## config.mk

```make
export PLATFORM = sky130hd
export DESIGN_NAME = rbs_slave_port
export DESIGN_NICKNAME = d
export VERILOG_FILES = /design/src/inc/rbs_pkg.sv /design/src/core/rbs_slave_port.sv /design/src/core/rbs_regfile.sv
export SDC_FILE = /design/constraint.sdc
export NUM_CORES = 2
export LEC_CHECK = 0
export BUFFER_PORTS_ARGS = -buffer_cell sky130_fd_sc_hd__buf_2
export CORE_ASPECT_RATIO = 0.8
export CORE_MARGIN = 2
export CORE_UTILIZATION = 56
export CTS_CLUSTER_DIAMETER = 120
export DETAILED_ROUTE_END_ITERATION = 6
export PLACE_DENSITY = 0.85
export SLEW_MARGIN = 20
export SYNTH_ARGS = -nofsm -noshare
export SYNTH_HDL_FRONTEND = slang
export SYNTH_SLANG_ARGS = --single-unit
```

## constraint.sdc

```tcl
create_clock -name clk_sys_i -period 2.9 [get_ports clk_sys_i]
set_input_delay 0.29 -clock clk_sys_i [delete_from_list [all_inputs] [get_ports clk_sys_i]]
set_output_delay 0.29 -clock clk_sys_i [all_outputs]
set_load 0.02 [all_outputs]
```

## src/inc/rbs_pkg.sv

```systemverilog
// rbs_pkg: shared constants and carrier types for the register bus slave port.
// assumes a single 40 MHz system clock and a byte-wide register map.
package rbs_pkg;
	localparam int unsigned ADDR_W        = 8;
	localparam int unsigned DATA_W        = 8;
	localparam int unsigned CLK_PERIOD_PS = 25000;
	// master must idle this long after reset release
	localparam int unsigned RST_GAP_NS    = 1000;
	localparam int unsigned RST_GAP_CYC   = (RST_GAP_NS * 1000 + CLK_PERIOD_PS - 1) / CLK_PERIOD_PS;
	localparam logic [7:0]  WAIT_STATES   = 8'h00;
	localparam logic [7:0]  REG_RESET_VAL = 8'h00;

	typedef struct packed {
		logic                   cycle_valid;
		logic                   target_strobe;
		logic                   write_not_read;
		logic [ADDR_W-1:0]      register_address;
		logic [DATA_W-1:0]      write_byte;
	} rbs_req_t;

	typedef struct packed {
		logic                   transfer_ack;
		logic [DATA_W-1:0]      read_byte;
	} rbs_rsp_t;

	typedef enum logic [2:0] {
		RBS_IDLE = 3'b001,
		RBS_WAIT = 3'b010,
		RBS_ACK  = 3'b100
	} rbs_state_t;
endpackage

```

## src/core/rbs_slave_port.sv

```systemverilog
// rbs_slave_port: slave end of the byte-wide register bus with wait states.
// assumes the master logic runs on clk_sys_i, so its inputs need no synchroniser.
`timescale 1ns/1ps
// Summary of operation
// (RULE1) everything runs on the rising clock edge; up to 133 MHz supported.
// (RULE2) sync active-high reset clears interface and aborts cycle, not registers.
// (RULE3) master waits at least 1us after reset release before a cycle.
// (RULE4) reset may stay high any number of cycles.
// (RULE5) master raises cycle-valid for a cycle and strobe to select slave.
// (RULE6) slave answers an asserted strobe with acknowledge.
// (RULE7) write/read level: low reads, high writes, held through cycle.
// (RULE8) 8-bit address selects one register.
// (RULE9) separate 8-bit write and read byte paths, one byte per cycle.
// (RULE10) several masters go through user arbiter; only winner reaches slave.
// (RULE11) a write spans at least three clock edges.
// (RULE12) a read spans at least three clock edges.
// (RULE13) write starts with address, data, write high, valid and strobe together.
// (RULE14) read starts with address, write low, valid and strobe together.
// (RULE15) slave may add wait states; master holds request until acknowledge.
// (RULE16) master terminates on the edge after seeing acknowledge.
// (RULE17) at write end slave stores the byte; master drops its controls.
// (RULE18) read data is valid in the cycle acknowledge is high.
// (RULE19) at read end master takes data and drops strobe and valid.
// (RULE20) acknowledge drops when strobe goes, never spans into next cycle.
// (RULE21) acknowledge only with valid and strobe both high, once per cycle.
module rbs_slave_port #(
	parameter logic [7:0]  WAIT_STATES = rbs_pkg::WAIT_STATES,
	parameter int unsigned DEPTH       = 256
) (
	input  wire logic                       clk_sys_i,
	input  wire logic                       srst_i,
	input  wire logic                       cycle_valid_in_i,
	input  wire logic                       target_strobe_in_i,
	input  wire logic                       write_not_read_in_i,
	input  wire logic [rbs_pkg::ADDR_W-1:0] register_address_in_i,
	input  wire logic [rbs_pkg::DATA_W-1:0] write_byte_in_i,
	output logic      [rbs_pkg::DATA_W-1:0] read_byte_out_o,
	output logic                            transfer_ack_out_o
);
	// storage beyond the reach of an 8-bit address could never be selected
	if (DEPTH < 1 || DEPTH > (1 << rbs_pkg::ADDR_W)) begin : g_depth_check
		$error("rbs_slave_port: DEPTH out of range");
	end

	// live request decode, shared by the state logic and the store strobe
	function automatic logic req_selected(input rbs_pkg::rbs_req_t r);
		return r.cycle_valid && r.target_strobe;
	endfunction

	rbs_pkg::rbs_req_t   req;
	rbs_pkg::rbs_rsp_t   rsp_q, rsp_d;
	rbs_pkg::rbs_state_t state_q, state_d;
	logic [7:0]                 wait_q, wait_d;
	logic                       wr_en;
	logic [rbs_pkg::DATA_W-1:0] rd_data;
	logic                       sel;
	logic [8:0]                 span_q, span_d;

	assign req = '{cycle_valid:      cycle_valid_in_i,
	               target_strobe:    target_strobe_in_i,
	               write_not_read:   write_not_read_in_i,
	               register_address: register_address_in_i,
	               write_byte:       write_byte_in_i};
	assign sel = req_selected(req); // [RULE21]

	rbs_regfile #(
		.DEPTH     (DEPTH)
	) u_regs (
		.clk_sys_i (clk_sys_i),
		.wr_en_i   (wr_en),
		.wr_addr_i (req.register_address),
		.wr_data_i (req.write_byte),
		.rd_addr_i (req.register_address),
		.rd_data_o (rd_data)
	);

	// store happens on the edge that ends the ack cycle, as the master leaves;
	// a lingering strobe or a reset on that edge must not store again
	assign wr_en = rsp_q.transfer_ack && req_selected(req) && !srst_i
	               && req.write_not_read; // [RULE17] [RULE9] [RULE7]

	always_comb begin
		state_d = state_q;
		wait_d  = wait_q;
		rsp_d   = rsp_q;
		rsp_d.transfer_ack = 1'b0;
		case (state_q)
			rbs_pkg::RBS_IDLE: begin
				// decode edge: request seen, answer comes one edge later at the earliest
				if (sel) begin // [RULE6] [RULE8]
					wait_d  = WAIT_STATES;
					state_d = rbs_pkg::RBS_WAIT;
				end
			end
			rbs_pkg::RBS_WAIT: begin
				if (!sel) begin
					state_d = rbs_pkg::RBS_IDLE;
				end else if (wait_q != 8'h00) begin // [RULE15]
					wait_d = wait_q - 8'h01;
				end else begin
					rsp_d.transfer_ack = 1'b1; // [RULE6] [RULE11] [RULE12]
					rsp_d.read_byte    = req.write_not_read ? rsp_q.read_byte : rd_data; // [RULE18]
					state_d = rbs_pkg::RBS_ACK;
				end
			end
			rbs_pkg::RBS_ACK: begin
				// one ack per cycle: wait for the strobe to drop before rearming
				state_d = sel ? rbs_pkg::RBS_ACK : rbs_pkg::RBS_IDLE; // [RULE20] [RULE21]
			end
			default: state_d = rbs_pkg::RBS_IDLE;
		endcase
	end

	always_ff @(posedge clk_sys_i) begin // [RULE1]
		if (srst_i) begin // [RULE2] [RULE4]
			state_q <= rbs_pkg::RBS_IDLE;
			wait_q  <= 8'h00;
			rsp_q   <= '0;
		end else begin
			state_q <= state_d;
			wait_q  <= wait_d;
			rsp_q   <= rsp_d;
		end
	end

	// cycles since the request was taken; only chk_ack_span reads it
	always_comb begin
		span_d = span_q;
		if (state_q == rbs_pkg::RBS_IDLE) begin
			span_d = 9'h000;
		end else if (span_q != 9'h1ff) begin
			span_d = span_q + 9'h001;
		end
	end

	always_ff @(posedge clk_sys_i) begin
		if (srst_i) begin
			span_q <= 9'h000;
		end else begin
			span_q <= span_d;
		end
	end

	assign transfer_ack_out_o = rsp_q.transfer_ack;
	assign read_byte_out_o    = rsp_q.read_byte;
endmodule

```

## src/core/rbs_regfile.sv

```systemverilog
// rbs_regfile: byte register map reached by the bus slave port.
// assumes writes come as single-cycle strobes; contents have no reset on purpose.
`timescale 1ns/1ps
module rbs_regfile #(
	parameter int unsigned DEPTH = 256
) (
	input  wire logic                       clk_sys_i,
	input  wire logic                       wr_en_i,
	input  wire logic [rbs_pkg::ADDR_W-1:0] wr_addr_i,
	input  wire logic [rbs_pkg::DATA_W-1:0] wr_data_i,
	input  wire logic [rbs_pkg::ADDR_W-1:0] rd_addr_i,
	output logic      [rbs_pkg::DATA_W-1:0] rd_data_o
);
	if (DEPTH < 1 || DEPTH > (1 << rbs_pkg::ADDR_W)) begin : g_depth_check
		$error("rbs_regfile: DEPTH out of range");
	end

	logic [rbs_pkg::DATA_W-1:0] mem_q [DEPTH];

	// bus reset deliberately does not reach the storage [RULE2]
	genvar g;
	generate
		for (g = 0; g < DEPTH; g++) begin : g_reg
			always_ff @(posedge clk_sys_i) begin
				if (wr_en_i && 32'(wr_addr_i) == 32'(g))
					mem_q[g] <= wr_data_i; // [RULE17]
			end
		end
	endgenerate

	// unmapped addresses read as the reset pattern
	always_comb begin
		if (32'(rd_addr_i) < DEPTH)
			rd_data_o = mem_q[rd_addr_i];
		else
			rd_data_o = rbs_pkg::REG_RESET_VAL;
	end
endmodule

```

==> results.py <==
metrics = {
    "yosys": {
        "synthesis.instances": 3691,
        "synthTopCellsByArea": "edfxtp_1 (77%), mux4_2 (15%), nor2_1 (1.5%)",
        "synth-edff-count": 2048,
        "synthArstFlopShare_pct": 0,
        "yosysTopAreaCell": "edfxtp_1",
        "ys_types": 62,
        "ys_seq_area_share_pct": 77.1,
        "synth_area_per_cell_sq_um": 21.7,
        "ys_ff_latch": 2068,
        "syn-cell-area_sq_um": 80300,
        "ys.flop_type": "edfxtp_1",
        "ys_warn_count": 0,
        "yosysTopAreaCellShare_pct": 76.6,
        "syn_nets": 3713,
    },
    "clock_network": {
        "clk_pin_slew_ns": 0.06,
        "cts_buffers": 180,
        "cts_sinks": 2068,
        "htree_levels": 4,
        "clk-insertion-delay-late_ns": 0.85,
        "clockBufferDepth": 3,
        "root_buffer": "clkbuf_16",
        "cts_tree": "done",
    },
    "floorplan": {
        "core_area_sq_um": 143000,
        "die_area_sq_um": 146000,
        "rows": 124,
        "fp.dieH_um": 343,
        "die-width_um": 427,
        "initial_utilization_pct": 56.3,
        "io_pins": 30,
    },
    "final_layout": {
        "area_growth_syn_to_layout_pct": 15.8,
        "n_fill_cell": 8300,
        "fin_nets": 4303,
        "final_cells": 6331,
        "utilization_pct": 65.2,
        "final_area_sq_um": 93000,
        "layout-drive-gt1-share_pct": 32.4,
    },
    "critical_path": {
        "crit_arrival_ns": 3.58,
        "crit_chain": "mux4_2 > mux4_2 > a22oi_1 > a21oi_1 > a21oi_1 > a211oi_1",
        "cpPeakStageDelay_ns": 0.58,
        "cp.required_ns": 3.61,
        "critPathKind": "reg2reg",
        "r2r_start": "u_regs.mem_q[123][6]",
        "worstSetupEndpoint": "read_byte_out_o[6]",
        "reg2reg_slack_ns": 0.03,
        "crit_path_start_kind": "flop",
        "rr_worst_depth": 6,
        "endpoint_kind": "flop",
        "r2r-end": "read_byte_out_o[6]",
        "crit_slowest_cell": "mux4_2",
        "critical_path.startpoint": "u_regs.mem_q[123][6]",
        "cp_max_fo": 1,
    },
    "detailed_routing": {
        "drc_errors": 0,
        "dr.pass1.iters": 6,
        "wl_mm": 230,
        "drt_iter0_drc": 8427,
        "viasPerCell": 7.10,
        "drtAntennaViolNets": 0,
        "post_drt_wl_per_cell_um": 36.4,
        "vias": 44939,
    },
    "global_routing": {
        "track_usage_pct": 31.6,
        "grt-ovfl-total": 0,
        "grt_pass1_wl_mm": 325,
        "antenna_found_initial": 16,
        "grt_pass1_vias": 44827,
        "grt_max_degree": 109,
    },
    "sta": {
        "setup_violations": 0,
        "max_freq_mhz": 348,
        "fin_crit_ns": 2.87,
        "worstMarginPinSlew_ns": 1.12,
        "final_hold_viol_count": 0,
        "max_slew_margin_pct": 23.4,
        "finClkSkew_ns": 0.0456,
        "drv_slew": 0,
        "hold_slack_ns": 0.0225,
        "period_share_pct": 99.1,
    },
    "placement": {
        "dp_cells": 5981,
        "placed_area_sq_um": 87000,
        "hpwl_mm": 138,
        "io_buffer_count": 29,
        "routabilityCongestion": 0.963,
    },
    "pwr": {
        "power_density_nw_per_um2": 651,
        "ir_drop_mv": 0.533,
        "p_leak_nw": 29.9,
    },
    "run_status": {
        "status": "finished, final reports clean",
    },
    "flow_run": {
        "maxCapViolCount": 0,
    },
    "hold_path": {
        "hold_path_class": "in2reg",
    },
}
==> placed cells by master, fill, tap and decap left out, types with 11 or more instances in the layout <==
cell	instances
clkinv_1	34
buf_4	511
mux2_2	11
clkbuf_1	41
clkbuf_16	182
a211oi_1	15
a21oi_1	27
a22oi_1	53
o22ai_1	25
mux4_2	541
diode_2	11
nand2_1	100
clkbuf_8	14
edfxtp_1	2048
nor2b_1	13
nand3_1	33
clkinv_2	29
mux2i_1	103
buf_2	17
dfxtp_1	20
a32oi_1	14
bufinv_16	16
nor2_1	316
o21ai_0	13
buf_12	72
==> metal layers <==
| metal | global-route usage, % | routed length [um] |
|---|---|---|
| met4 | 16.1 | 13500 |
| met3 | 11.5 | 36800 |
| met2 | 47.4 | 105000 |
| met1 | 41.0 | 74500 |
| met5 | 0.160 | 107 |
==> repair_timing <==
action / CTS / global route
endpoints found under the hold margin: 174 / 0
buffers inserted: 0 / 0
gates resized for setup: 1 / 3
cloned: 0 / 0
setup endpoints to repair: 1 / 1
hold buffers: 8 / 0
==> worst min-delay path by stage <==
stage / to / cells past startpoint / from
after global routing: u_regs.mem_q[249][2] / 1 / write_byte_in_i[2]
after CTS: u_regs.mem_q[166][2] / 1 / write_byte_in_i[2]
after floorplan: u_regs.mem_q[0][0] / 0 / write_byte_in_i[0]
after detailed placement: state_q[2] / 1 / state_q[0]
final: u_regs.mem_q[128][1] / 1 / write_byte_in_i[1]
after global placement: state_q[2] / 1 / state_q[0]
==> worst max-delay path, delay by kind of cell, from the launching register on <==
kind,cells,cell delay (ns)
compound gates,4,1.21
flops,1,0.40
mux,2,1.12
==> flip-flops by register name, summed over array words and instances (netlist names) <==
name                count
wait_q                  8
state_q                 3
transfer_ack_out_o      1
u_regs.mem_q         2048
read_byte_out_o         8
==> per-stage QoR <==
stage	setup slack [ns]	setup TNS, ns	power [mW]
after detailed placement	-0.595	-13.95	36.7
after global placement	-0.580	-8.81	36.6
after global routing	-0.0161	-0.0161	61.6
after CTS	0.00747	0	60.5
final	0.0274	0	60.5
after floorplan	0.0998	0	35.1
==> synthesized netlist by cell type, types with 5 or more instances <==
cell type / count
edfxtp_1: 2048
mux4_2: 541
nor2_1: 319
mux2i_1: 103
nand2_1: 100
clkbuf_1: 69
buf_4: 61
buf_2: 58
a22oi_1: 53
nand3_1: 34
a21oi_1: 27
o22ai_1: 25
dfxtp_1: 20
nor2b_1: 16
a211oi_1: 15
a32oi_1: 14
buf_6: 14
o21ai_0: 13
mux2_2: 11
nor4_1: 11
nor3_1: 10
a31oi_1: 9
buf_1: 9
inv_1: 8
nand2b_1: 8
nand4_1: 8
a2111oi_0: 7
and2_1: 6
and3_1: 6
a22o_1: 5
o211ai_1: 5
or3_1: 5
xnor2_1: 5
==> kinds of logic after synthesis <==
group	after synthesis	synth area share [%]
XOR/XNOR	6	0.0655
AND/OR/NAND/NOR	536	2.83
AO/OA/AOI/OAI	204	1.81
multiplexers	655	16.6
buffers and inverters	221	1.54
adder cells (fa/ha/maj)	1	0.0156
flip-flops	2068	77.1
==> final cells by class <==
cell class                 instances  area, sq um  share of cell area (%)
sequential                      2068        61900                    66.6
timing repair buffer             619         5590                    6.01
clock buffer                     231         4820                    5.18
clock inverter                   100         1040                    1.12
tap                             1890         2360                    2.54
inverter                          10         43.8                  0.0471
multi-input combinational       1402        17200                    18.5
antenna                           11         27.5                  0.0296
==> power breakdown <==
part / total [mW] / switching [mW] / leakage [nW] / internal (mW)
sequential: 32.8 / 0.00913 / 18.6 / 32.8
clock: 24.3 / 11.0 / 2.85 / 13.3
combinational: 3.38 / 2.06 / 8.51 / 1.33
No activity file was read; power rests on OpenSTA's default activity.
